--- config.mk ---
export PLATFORM = sky130hd
export DESIGN_NAME = latched_driver
export DESIGN_NICKNAME = d
export VERILOG_FILES = /design/src/verilog/drv_pkg.sv /design/src/verilog/latched_driver.sv /design/src/verilog/sync2.sv
export SDC_FILE = /design/constraint.sdc
export NUM_CORES = 1
export LEC_CHECK = 0
export ABC_AREA = 1
export ABC_CLOCK_PERIOD_IN_PS = 1000
export BUFFER_PORTS_ARGS = -buffer_cell sky130_fd_sc_hd__clkbuf_2
export CAP_MARGIN = 20
export CORE_ASPECT_RATIO = 1.25
export CORE_UTILIZATION = 53
export DETAILED_ROUTE_END_ITERATION = 16
export GPL_TIMING_DRIVEN = 0
export PLACE_DENSITY = 0.81
export SLEW_MARGIN = 20
export SYNTH_ARGS = -nofsm -noshare
export SYNTH_HDL_FRONTEND = slang
export SYNTH_SLANG_ARGS = --single-unit
export TNS_END_PERCENT = 5
--- constraint.sdc ---
create_clock -name core_clk -period 1 [get_ports core_clk]
set_input_delay 0.1 -clock core_clk [delete_from_list [all_inputs] [get_ports core_clk]]
set_output_delay 0.1 -clock core_clk [all_outputs]
set_load 0.1 [all_outputs]
--- src/verilog/drv_pkg.sv ---
// Contract
// - Rising link clock captures serial input
// - Later rising edges shift toward cascade output
// - Strobe high: latches follow shift stages
// - Strobe low: latches hold their value
// - Blank high: outputs off, storage unchanged
// - Blank low: outputs follow latches
package drv_pkg;
    localparam int STAGES = 8;
    localparam logic [7:0] STAGE_RST = 8'h00;
    localparam logic [7:0] OUT_OFF = 8'hff;

    typedef struct packed {
        logic sclk;
        logic sdata;
        logic strobe;
        logic blank;
    } link_in_t;

    // Pins at rest: link clock low, outputs blanked
    localparam link_in_t LINK_IDLE = 4'h1;
endpackage : drv_pkg

--- src/verilog/latched_driver.sv ---
`timescale 1ns/100ps
module latched_driver
    import drv_pkg::*;
#(
    parameter int N = STAGES
) (
    // Clock and reset
    input wire logic core_clk,
    input wire logic rst_n,
    // Link pins
    input wire link_in_t link_in,
    // Driver outputs and cascade
    output logic [N-1:0] drive_out,
    output logic cascade_out
);
    // ====================================================
    // Checks
    // A single stage has no lower slice to shift from
    if (N < 2 || N > 8) begin : g_bad_n
        $error("N must be 2..8");
    end

    // ====================================================
    // Helpers
    // One shift step: the new bit enters stage 0
    function automatic logic [N-1:0] shift_in(
        input logic [N-1:0] stages,
        input logic bit_in
    );
        return {stages[N-2:0], bit_in};
    endfunction : shift_in

    // Output level; an off output reads high
    function automatic logic [N-1:0] out_level(
        input logic blank_in,
        input logic [N-1:0] held
    );
        return blank_in ? OUT_OFF[N-1:0] : held;
    endfunction : out_level

    // ====================================================
    // Pin synchronisation
    link_in_t s;
    logic sclk_prev_q;
    logic rise;
    logic [N-1:0] shift_q;
    logic [N-1:0] latch_q;

    // Resets to idle pins; a zero blank would flash outputs on after reset
    sync2 #(.WIDTH(4), .RST_VAL(LINK_IDLE)) u_sync (
        .core_clk(core_clk),
        .rst_n(rst_n),
        .async_in(link_in),
        .sync_out(s)
    );

    always_ff @(posedge core_clk or negedge rst_n) begin
        if (!rst_n) begin
            sclk_prev_q <= 1'b0;
        end else begin
            sclk_prev_q <= s.sclk;
        end
    end

    assign rise = s.sclk && !sclk_prev_q;

    // ====================================================
    // Shift register
    // Data is sampled with the clock through matching synchronisers, so setup
    // ahead of the edge by the controller carries through.
    always_ff @(posedge core_clk or negedge rst_n) begin
        if (!rst_n) begin
            shift_q <= STAGE_RST[N-1:0];
        end else if (rise) begin
            shift_q <= shift_in(shift_q, s.sdata);
        end
    end

    assign cascade_out = shift_q[N-1];

    // ====================================================
    // Latches
    // Transparency is one core cycle late; fine against link timing.
    always_ff @(posedge core_clk or negedge rst_n) begin
        if (!rst_n) begin
            latch_q <= STAGE_RST[N-1:0];
        end else if (s.strobe) begin
            latch_q <= shift_q;
        end
    end

    // ====================================================
    // Output stage
    always_ff @(posedge core_clk or negedge rst_n) begin
        if (!rst_n) begin
            drive_out <= OUT_OFF[N-1:0];
        end else if (s.blank) begin
            drive_out <= OUT_OFF[N-1:0];
        end else begin
            drive_out <= latch_q;
        end
    end

    // ====================================================
    // Assertions, shift register
    // Strobe and blank must never stall shifting
    shift_step_a: assert property (@(posedge core_clk) disable iff (!rst_n)
        rise |=> shift_q == shift_in($past(shift_q), $past(s.sdata)))
        else $error("shift register did not capture");

    shift_enter_a: assert property (@(posedge core_clk) disable iff (!rst_n)
        rise |=> shift_q[0] == $past(s.sdata))
        else $error("first stage missed serial bit");

    shift_move_a: assert property (@(posedge core_clk) disable iff (!rst_n)
        rise |=> shift_q[N-1:1] == $past(shift_q[N-2:0]))
        else $error("stages did not move along");

    shift_hold_a: assert property (@(posedge core_clk) disable iff (!rst_n)
        !rise |=> $stable(shift_q))
        else $error("shift register moved without clock edge");

    shift_only_a: assert property (@(posedge core_clk) disable iff (!rst_n)
        $changed(shift_q) |-> $past(rise))
        else $error("shift register changed off an edge");

    edge_once_a: assert property (@(posedge core_clk) disable iff (!rst_n)
        rise |=> !rise)
        else $error("one link edge seen twice");

    blank_shift_a: assert property (@(posedge core_clk) disable iff (!rst_n)
        s.blank && rise |=> shift_q == shift_in($past(shift_q), $past(s.sdata)))
        else $error("blanking stalled shifting");

    strobe_shift_a: assert property (@(posedge core_clk) disable iff (!rst_n)
        s.strobe && rise |=> shift_q == shift_in($past(shift_q), $past(s.sdata)))
        else $error("open latches stalled shifting");

    // ====================================================
    // Assertions, latches
    // Sampled latch trails the register by one core cycle
    latch_follow_a: assert property (@(posedge core_clk) disable iff (!rst_n)
        s.strobe |=> latch_q == $past(shift_q))
        else $error("latch not transparent");

    latch_open_a: assert property (@(posedge core_clk) disable iff (!rst_n)
        s.strobe && $past(s.strobe) && $stable(shift_q) |=> $stable(latch_q))
        else $error("open latch moved with steady register");

    latch_hold_a: assert property (@(posedge core_clk) disable iff (!rst_n)
        !s.strobe |=> $stable(latch_q))
        else $error("latch changed while closed");

    latch_shift_hold_a: assert property (@(posedge core_clk) disable iff (!rst_n)
        !s.strobe && rise |=> $stable(latch_q))
        else $error("closed latch followed shifting");

    latch_blank_hold_a: assert property (@(posedge core_clk) disable iff (!rst_n)
        !s.strobe && s.blank |=> $stable(latch_q))
        else $error("closed latch moved while blanked");

    blank_latch_a: assert property (@(posedge core_clk) disable iff (!rst_n)
        s.blank && s.strobe |=> latch_q == $past(shift_q))
        else $error("blanking stopped latch loading");

    // ====================================================
    // Assertions, outputs
    // Outputs lag the pins by three to five core cycles
    blank_off_a: assert property (@(posedge core_clk) disable iff (!rst_n)
        s.blank |=> drive_out == OUT_OFF[N-1:0])
        else $error("outputs not off while blanked");

    blank_keep_a: assert property (@(posedge core_clk) disable iff (!rst_n)
        (s.blank && !s.strobe && !rise) |=> $stable(latch_q) && $stable(shift_q))
        else $error("blanking disturbed storage");

    blank_still_a: assert property (@(posedge core_clk) disable iff (!rst_n)
        s.blank && $past(s.blank) |=> $stable(drive_out))
        else $error("blanked outputs moved");

    out_follow_a: assert property (@(posedge core_clk) disable iff (!rst_n)
        !s.blank |=> drive_out == $past(latch_q))
        else $error("outputs not following latches");

    out_level_a: assert property (@(posedge core_clk) disable iff (!rst_n)
        1'b1 |=> drive_out == out_level($past(s.blank), $past(latch_q)))
        else $error("output level wrong");

    out_hold_a: assert property (@(posedge core_clk) disable iff (!rst_n)
        !s.blank && !$past(s.blank) && $stable(latch_q) |=> $stable(drive_out))
        else $error("outputs moved with steady latches");

    closed_out_a: assert property (@(posedge core_clk) disable iff (!rst_n)
        !s.strobe && !$past(s.strobe) && !s.blank && !$past(s.blank) |=> $stable(drive_out))
        else $error("outputs moved while latches closed");

    load_path_a: assert property (@(posedge core_clk) disable iff (!rst_n)
        s.strobe ##1 !s.blank |=> drive_out == $past(shift_q, 2))
        else $error("loaded stages did not reach outputs");

    bypass_path_a: assert property (@(posedge core_clk) disable iff (!rst_n)
        s.strobe && !s.blank ##1 s.strobe && !s.blank |=> drive_out == $past(shift_q, 2))
        else $error("bypassed latches did not reach outputs");

    // ====================================================
    // Assertions, cascade
    // The cascade is a plain flop, so a chained part sees clean edges
    cascade_now_a: assert property (@(posedge core_clk) disable iff (!rst_n)
        cascade_out == shift_q[N-1])
        else $error("cascade output not last stage");

    cascade_hold_a: assert property (@(posedge core_clk) disable iff (!rst_n)
        !rise |=> $stable(cascade_out))
        else $error("cascade output moved without clock edge");

    cascade_only_a: assert property (@(posedge core_clk) disable iff (!rst_n)
        $changed(cascade_out) |-> $past(rise))
        else $error("cascade output changed off an edge");

    cascade_step_a: assert property (@(posedge core_clk) disable iff (!rst_n)
        rise |=> cascade_out == $past(shift_q[N-2]))
        else $error("cascade output missed stage move");
endmodule : latched_driver

--- src/verilog/sync2.sv ---
`timescale 1ns/100ps
module sync2 #(
    parameter int WIDTH = 4,
    parameter logic [WIDTH-1:0] RST_VAL = '0
) (
    // Clock and reset
    input wire logic core_clk,
    input wire logic rst_n,
    // Data
    input wire logic [WIDTH-1:0] async_in,
    output logic [WIDTH-1:0] sync_out
);
    logic [WIDTH-1:0] meta_q;

    always_ff @(posedge core_clk or negedge rst_n) begin
        if (!rst_n) begin
            meta_q <= RST_VAL;
            sync_out <= RST_VAL;
        end else begin
            meta_q <= async_in;
            sync_out <= meta_q;
        end
    end
endmodule : sync2
## Word level (Yosys, flattened, before mapping)

Index checks and enable logic that the tools add are counted.

- Register bits: 33
- Output and inout bits: 9
- Input port bits: 6

- Reduce and logical (&&, ||, !) cells: 2
- Multiplexer cells: 1

Operators with widths:

| cell | count |
|---|---|
| 2-to-1 mux 8 bit | 1 |
| logical AND 1 bit | 1 |
| zero test 1 bit | 1 |

## Depth between registers and ports, before layout

Gate-level depths: netlist of the first run.

- Depth in word-level cells: 2
- Mapped depth: 4
- Depth with buffers taken out: 4

## Cells and area by module

A second synthesis of the first run with hierarchy kept.

- Cell total of the unflattened synthesis: 94
- Area total of the unflattened synthesis: 1,106.1 um^2

By module, submodules not included:

| module | instances | area an instance (um^2) | cells an instance | sequential area each (um^2) |
|---|---|---|---|---|
| latched_driver | 1 | 903.4 | 86 | 635.6 |
| sync2 | 1 | 202.7 | 8 | 202.7 |

## Least setup slack after synthesis of the first run

No wires, ideal clock.

- Path kind: register to register
- Start: register shift_q[7]
- End: register latch_q[7]
- Data arrival time: 1.093 ns
- Required time: 0.917 ns
- Path slack: -0.175 ns
- Period minus slack after synthesis: 1.175 ns
- Stages on the path, launching flop included: 3
- Setup time: 0.083 ns
- Cells stage by stage: dfrtp_1 > nand2_1 > o21ai_0

RTL lines:

| item | line | text |
|---|---|---|
| from (decl) | latched_driver.sv:46 | `logic [N-1:0] shift_q;` |
| from (signal assigned) | latched_driver.sv:73 | `shift_q <= STAGE_RST[N-1:0];` |
| from (signal assigned) | latched_driver.sv:75 | `shift_q <= shift_in(shift_q, s.sdata);` |
| to (signal assigned) | latched_driver.sv:86 | `latch_q <= STAGE_RST[N-1:0];` |
| to (signal assigned) | latched_driver.sv:88 | `latch_q <= shift_q;` |
| to (decl) | latched_driver.sv:47 | `logic [N-1:0] latch_q;` |

## Worst setup path after layout of the first run

- Start: register drive_out[6]
- End: output drive_out[6]

RTL lines:

| item | line | text |
|---|---|---|
| from (decl) | latched_driver.sv:13 | `output logic [N-1:0] drive_out,` |
| from (signal assigned) | latched_driver.sv:96 | `drive_out <= OUT_OFF[N-1:0];` |
| from (signal assigned) | latched_driver.sv:98 | `drive_out <= OUT_OFF[N-1:0];` |
| from (signal assigned) | latched_driver.sv:100 | `drive_out <= latch_q;` |

No word-level cell between the ends.

==> results of run 1 <==
## cell type report
class | count | area [µm²] | area share, %
Sequential cell | 33 | 841 | 56.3
Timing Repair Buffer | 19 | 300 | 20.1
Multi-Input combinational cell | 49 | 211 | 14.2
Clock buffer | 8 | 58.8 | 3.94
Inverter | 10 | 37.5 | 2.51
Tap cell | 20 | 25.0 | 1.68
Buffer | 2 | 18.8 | 1.26
## logic make-up after synthesis
logic type	after synthesis	share of synthesized area, %
compound gates	8	3.62
flops	33	75.8
simple gates	41	15.5
buf+inv	12	5.09
## flip-flops by register name, summed over array words and instances, names as in the netlist
register,flops
shift_q,8
u_sync.meta_q,4
drive_out,8
u_sync.sync_out,4
sclk_prev_q,1
latch_q,8
## cell usage in the layout (no fill, tap or decap)
cell,count
sky130_fd_sc_hd__nand2_1,32
sky130_fd_sc_hd__dfrtp_1,21
sky130_fd_sc_hd__dfstp_2,10
sky130_fd_sc_hd__inv_1,9
sky130_fd_sc_hd__clkbuf_16,9
sky130_fd_sc_hd__nand3_1,8
sky130_fd_sc_hd__o21ai_0,8
sky130_fd_sc_hd__clkbuf_4,5
sky130_fd_sc_hd__dlygate4sd3_1,5
sky130_fd_sc_hd__clkbuf_2,4
sky130_fd_sc_hd__clkbuf_1,2
sky130_fd_sc_hd__dfrtp_2,2
sky130_fd_sc_hd__inv_2,1
sky130_fd_sc_hd__buf_4,1
sky130_fd_sc_hd__nand2_4,1
sky130_fd_sc_hd__buf_6,1
sky130_fd_sc_hd__clkbuf_8,1
sky130_fd_sc_hd__buf_2,1
## metal layers
metal	track usage, %	vias up	part of all wire, %
met5	0	-	0
met4	11.5	0	1.6
met1	20.7	357	40
met2	34.8	22	53
met3	9.56	4	5.0
li1	-	343	-
## power breakdown
group | total [µW] | switching [µW] | internal (µW) | leakage [µW]
Sequential | 1670 | 116 | 1550 | 0.000395
Combinational | 878 | 559 | 319 | 0.000312
Clock | 757 | 410 | 347 | 0.0000326
Total | 3300 | 1090 | 2220 | 0.000740
## synthesized netlist by cell type, drive strengths merged
cell   instances
buf            2
o21ai          8
dfstp         10
dfrtp         23
nand2         33
nand3          8
inv           10
## through the flow
stage | total power, µW | cells | util, % | hold slack (ns)
after floorplan | 2190 | 94 | - | -0.196
after global placement | 2280 | 128 | 60.7 | 0.188
final | 3300 | 141 | 75.3 | 0.342
after global routing | 3450 | 141 | 75.3 | 0.366
after CTS | 3300 | 141 | 75.3 | 0.358
after detailed placement | 2320 | 128 | 60.7 | 0.190
## worst reg2reg max path: cells and delay by family, from the launching register on
kind	cells	cell delay (ns)
buf+inv	1	0.15
simple gates	1	0.07
flops	1	0.46
compound gates	1	0.09
## how the worst max path moves through the flow
stage / from / end / slack, ns / cells past startpoint
after floorplan: drive_out[0] / drive_out[0] / 0.08 / 0
after global placement: drive_out[2] / drive_out[2] / -0.04 / 1
after detailed placement: drive_out[2] / drive_out[2] / -0.05 / 1
after CTS: drive_out[6] / drive_out[6] / -0.17 / 1
after global routing: drive_out[6] / drive_out[6] / -0.23 / 1
final: drive_out[6] / drive_out[6] / -0.18 / 1
## timing repair
action | 4_1_cts | 5_1_grt
gates resized for setup | 27 | 2
hold buffers | 5 | 0
endpoints found under the hold margin | 27 | 0
setup endpoints to repair | 9 | 11
==> PnR_summary.wiki, run 1 <==
{| class="wikitable"
! Metric !! Value
|-
| Remaining max-slew budget at the tightest pin || 54.8%
|-
| Total CTS buffers || 5
|-
| Number of fill cells || 127
|-
| Clock sink count || 33
|-
| Router iterations before antenna repair || 4
|-
| Post-route setup slack || -0.182 ns
|-
| Area growth from synthesis to layout || 35.0%
|-
| Initial antenna violation count || 0
|-
| Standard-cell row count || 18
|-
| Detailed-placement wirelength estimate || 1.11 mm
|-
| Final hold vios || 0
|-
| Critical Path Sink Type || output port
|-
| Fmax || 846 MHz
|-
| Clock Latency Late Sink || 0.32 ns
|-
| Cell area after layout || 1490 µm²
|-
| Area after detailed placement || 1200 µm²
|-
| List of cells traversed by the critical path || clkbuf_16
|-
| Outcome || complete, but fails checks
|-
| Cell family with most CP delay || flip-flops
|-
| Total number of vias || 726
|-
| Count of yosys warnings during synthesis || 0
|-
| Initial core utilization || between 50% and 60%
|-
| RSZ-0062 raised after global routing || yes
|-
| Avg Vias per Cell || 5.15
|-
| Largest fanout of any net on the critical path || 1
|-
| Total setup violations reported at the end of the flow || 9
|-
| Worst flop-to-flop path startpoint || u_sync.sync_out[1]
|-
| Arr. time, crit path || 1.08 ns
|-
| Mean routed wirelength per cell || between 10 and 15 µm
|-
| Setup total negative slack || -1.41 ns
|-
| Syn Area/Cell || between 10 and 15 µm²
|-
| Routability congestion estimate from global placement || 0.745
|-
| VDD IR max || around 1300 µV
|-
| Slew Limit Fails || 0
|-
| PortBufs || 14
|-
| Power per standard cell area || 2210 nW/µm²
|-
| Sum of buffers and inverters on the critical path || 1
|-
| Crit-path slowest cell || sky130_fd_sc_hd__dfstp_2
|-
| Proportion of layout cells with a drive suffix above 1 || 29.8%
|-
| Number of remaining DRC errors || 0
|-
| Cell at the root of the clock tree || sky130_fd_sc_hd__clkbuf_4
|-
| Clock period minus worst slack || 1.18 ns
|-
| Leak || approximately 0.00074 µW
|-
| Final period util || 118%
|-
| Buffers from clock root to sink, at most || 2
|-
| Die span in x || ~43 µm
|-
| Req. time, crit path || 0.90 ns
|-
| Grt ovf || 0
|-
| Violated checks || setup timing
|-
| Post-synthesis instance total || between 90 and 100
|-
| Fin nets || 126
|-
| Core outline area || approximately 2000 µm²
|-
| Cell Area, Synth || 1110 µm²
|-
| Die Y-Extent || 53.1 µm
|-
| Clock skew after layout || around 0.0069 ns
|-
| CTS tree || built
|-
| Count of nets left with antenna violations after detail routing || 0
|-
| Clk pin slew, worst setup/hold paths || 0.10 ns
|-
| Vias in the first global route || between 700 and 800
|-
| Leading cell types by total area after synthesis || sky130_fd_sc_hd__dfrtp_1 52%, sky130_fd_sc_hd__dfstp_2 24%, sky130_fd_sc_hd__nand2_1 11%
|-
| Classification of the worst setup path || reg2out
|-
| Antenna Diode Count || 0
|-
| Unique masters post-synth || 10
|-
| Pin count of the biggest net entering global routing || 34
|-
| Total routed wirelength || 1.88 mm
|-
| First-pass GRT wire length || 3.17 mm
|-
| Area share of the leading cell type in the synthesized netlist || 52.0%
|-
| Register bit count reported by yosys || 33
|-
| Nature of the critical path startpoint || register
|-
| Global router's overall resource usage || 20.6%
|-
| Reg-to-reg endpoint || latch_q[3]
|-
| Net count after synthesis || 100
|-
| Die outline area || between 2000 and 2500 µm²
|-
| Slew @ Worst Pin || 0.679 ns
|-
| Max-cap violation count || 0
|-
| Setup WS pre-CTS || -0.0510 ns
|-
| Setup Buffers After CTS || 0
|-
| Biggest area consumer among synthesized cells || sky130_fd_sc_hd__dfrtp_1
|-
| Sequential cell area fraction in the yosys report || 75.8%
|-
| Hold crit path type || in2async
|-
| Depth of the worst register-to-register path || 3
|-
| I/O pin count || 15
|-
| Largest stage delay on the critical path || 0.56 ns
|-
| R2R setup slack || 0.10 ns
|-
| Initial detailed-routing violation count || 7
|-
| Number of H-tree levels || 2
|}
No activity file was read; power rests on OpenSTA's default activity.
==> run 2: changes to the inputs <==
--- a/config.mk
+++ b/config.mk
@@ -11,11 +11,13 @@
 export CAP_MARGIN = 20
 export CORE_ASPECT_RATIO = 1.25
 export CORE_UTILIZATION = 53
+export CTS_CLUSTER_SIZE = 24
 export DETAILED_ROUTE_END_ITERATION = 16
 export GPL_TIMING_DRIVEN = 0
 export PLACE_DENSITY = 0.81
 export SLEW_MARGIN = 20
 export SYNTH_ARGS = -nofsm -noshare
 export SYNTH_HDL_FRONTEND = slang
+export SYNTH_HIERARCHICAL = 1
 export SYNTH_SLANG_ARGS = --single-unit
 export TNS_END_PERCENT = 5
==> PnR_summary.wiki, run 2 <==
{| class="wikitable"
! Metric !! Value
|-
| Most common cell in the netlist || sky130_fd_sc_hd__nand2_1
|-
| Clock Latency Late Sink || 0.32 ns
|-
| Net count after synthesis || 100
|-
| Antenna Diode Count || 0
|-
| Critical Path Sink Type || output port
|-
| Biggest area consumer among synthesized cells || sky130_fd_sc_hd__dfrtp_1
|-
| Detailed-placement wirelength estimate || 1.13 mm
|-
| Core outline area || between 1500 and 2000 µm²
|-
| Nature of the critical path startpoint || register
|-
| VDD IR max || 1290 µV
|-
| List of cells traversed by the critical path || clkbuf_16
|-
| Final period util || 118%
|-
| Number of fill cells || 121
|-
| Proportion of layout cells with a drive suffix above 1 || 28.1%
|-
| RSZ-0062 raised after global routing || yes
|-
| Most frequent cells in the layout || 32 x sky130_fd_sc_hd__nand2_1, 22 x sky130_fd_sc_hd__dfrtp_1, 10 x sky130_fd_sc_hd__dfstp_2
|-
| Mean routed wirelength per cell || 13.9 µm
|-
| Crit-path slowest cell || sky130_fd_sc_hd__dfstp_2
|-
| Clock skew after layout || roughly 0.0085 ns
|-
| Leading cell types by total area after synthesis || sky130_fd_sc_hd__dfrtp_1 52%, sky130_fd_sc_hd__dfstp_2 24%, sky130_fd_sc_hd__nand2_1 11%
|-
| Syn Area/Cell || 11.8 µm²
|-
| Leak || 0.000735 µW
|-
| Die Y-Extent || around 53 µm
|-
| Buffers from clock root to sink, at most || 2
|-
| Overall Power || 3230 µW
|-
| Sum of buffers and inverters on the critical path || 1
|-
| CTS tree || built
|-
| Slew Limit Fails || 0
|-
| Avg Vias per Cell || just over 5
|-
| Register bit count reported by yosys || 33
|-
| Largest stage delay on the critical path || roughly 0.56 ns
|-
| Grt ovf || 0
|-
| Max-cap violation count || 0
|-
| Clock period minus worst slack || about 1.2 ns
|-
| Initial detailed-routing violation count || 7
|-
| Router iterations before antenna repair || 4
|-
| Area growth from synthesis to layout || 33.9%
|-
| Cell at the root of the clock tree || sky130_fd_sc_hd__clkbuf_4
|-
| Number of remaining DRC errors || 0
|-
| Remaining max-slew budget at the tightest pin || between 50% and 60%
|-
| Post-synth ARST share || 100%
|-
| Total number of vias || around 720
|-
| Number of placed instances with taps included || 128
|-
| Die outline area || between 2000 and 2500 µm²
|-
| Cell Area, Synth || 1110 µm²
|-
| Power per standard cell area || 2180 nW/µm²
|-
| Pin count of the biggest net entering global routing || 34
|-
| Violated checks || setup timing
|-
| Post-route setup slack || -0.182 ns
|-
| Final hold vios || 0
|-
| Sequential cell area fraction in the yosys report || 75.8%
|-
| Initial antenna violation count || 0
|-
| Fmax || 846 MHz
|-
| Commonest non-fill, non-tap cell in the layout || sky130_fd_sc_hd__nand2_1
|-
| Routability congestion estimate from global placement || around 0.74
|-
| Vias in the first global route || 746
|-
| Global router's overall resource usage || 20.6%
|-
| Post-synthesis instance total || 94
|-
| Top post-synthesis cells by count || 32 x sky130_fd_sc_hd__nand2_1, 23 x sky130_fd_sc_hd__dfrtp_1, 10 x sky130_fd_sc_hd__dfstp_2
|-
| Die span in x || 42.9 µm
|-
| Initial core utilization || a little under three fifths
|-
| Outcome || complete, but fails checks
|-
| Count of non-filler cells in the finished layout || 141
|-
| Total CTS buffers || 5
|-
| Req. time, crit path || 0.90 ns
|-
| Count of yosys warnings during synthesis || 6
|-
| Cell family with most CP delay || flip-flops
|-
| Clk pin slew, worst setup/hold paths || 0.09 ns
|-
| Classification of the worst setup path || reg2out
|-
| Number of H-tree levels || 2
|-
| Standard-cell row count || 18
|-
| Total routed wirelength || about 2.0 mm
|-
| Prevailing post-synth register cell || sky130_fd_sc_hd__dfrtp_1
|-
| Hold crit path type || in2async
|-
| Fin nets || 126
|-
| PortBufs || 14
|-
| Total setup violations reported at the end of the flow || 9
|-
| Largest regs || drive_out x8, latch_q x8, shift_q x8
|-
| First-pass GRT wire length || around 3.2 mm
|-
| Unique masters post-synth || 10
|-
| Area share of the leading cell type in the synthesized netlist || 52.0%
|-
| Clock sink count || 33
|-
| Count of nets left with antenna violations after detail routing || 0
|-
| Arr. time, crit path || approximately 1.1 ns
|-
| Share of the core filled with cells in the final layout || 74.7%
|-
| Largest fanout of any net on the critical path || 1
|-
| Slew @ Worst Pin || between 0.6 and 0.7 ns
|-
| Number of enable-type register cells in the synthesized netlist || 0
|-
| I/O pin count || 15
|}
==> run 2: cell counts after synthesis <==
Identical to the previous run, type by type.
==> run 2: through the flow <==
stage	setup TNS, ns	setup slack (ns)	cell area [µm²]	hold slack [ns]
final	-1.44	-0.182	1480	0.349
after global routing	-1.74	-0.215	1480	0.366
after CTS	-1.41	-0.174	1480	0.355
after detailed placement	-0.324	-0.0458	1200	0.189
after global placement	-0.268	-0.0350	1200	0.187
after floorplan	0	0.0769	1110	-0.196
==> run 2: area by class of cell <==
cell class	instances	area, µm²	share of cell area (%)
Timing Repair Buffer	19	300	20.3
Inverter	10	37.5	2.53
Sequential cell	33	840	56.7
Multi-Input combinational cell	49	211	14.3
Buffer	2	18.8	1.27
Tap cell	20	25.0	1.69
Clock buffer	8	48.8	3.29
==> run 2: path summary, 6_finish.rpt <==
path	end	slack, ns	cells past startpoint	startpoint
setup / recovery	drive_out[5]	-0.18	1	drive_out[5]
hold / removal	latch_q[0]	0.35	2	rst_n
setup reg to reg	latch_q[7]	0.10	3	u_sync/sync_out[1]
hold reg to reg	u_sync/sync_out[1]	0.35	0	u_sync/meta_q[1]
max in group asynchronous	shift_q[7]	0.18	2	rst_n
min in group core_clk	u_sync/sync_out[1]	0.35	0	u_sync/meta_q[1]
==> run 2: where the power goes <==
| group | total (µW) | switching [µW] | internal (µW) |
|---|---|---|---|
| registers | 1670 | 122 | 1550 |
| logic | 880 | 562 | 319 |
| clock network | 677 | 397 | 280 |
| total | 3230 | 1080 | 2150 |
==> run 2: cell families (layout without fill, tap and decap cells) <==
family                 count (synthesis)  in the layout  share of synthesized area (%)
DFF                                   33             33                           75.8
and+or+nand+nor                       41             41                           15.5
AOI/OAI and AO/OA                      8              8                           3.62
buffers and inverters                 12             39                           5.09
==> run 2: routing by layer <==
metal,track usage (%),vias to the layer above,routed length (µm)
met5,0,-,0
met4,11.5,0,53
met3,6.14,8,79
met2,37.1,21,1110
met1,21.0,354,720
li1,-,339,-
==> run 2: repair_timing <==
action / in CTS / in global routing
resized for setup: 27 / 1
hold endpoints to repair: 27 / 0
endpoints found under the setup margin: 9 / 32
buffers inserted: 0 / 0
gates cloned: 0 / 0
hold buffers: 5 / 0
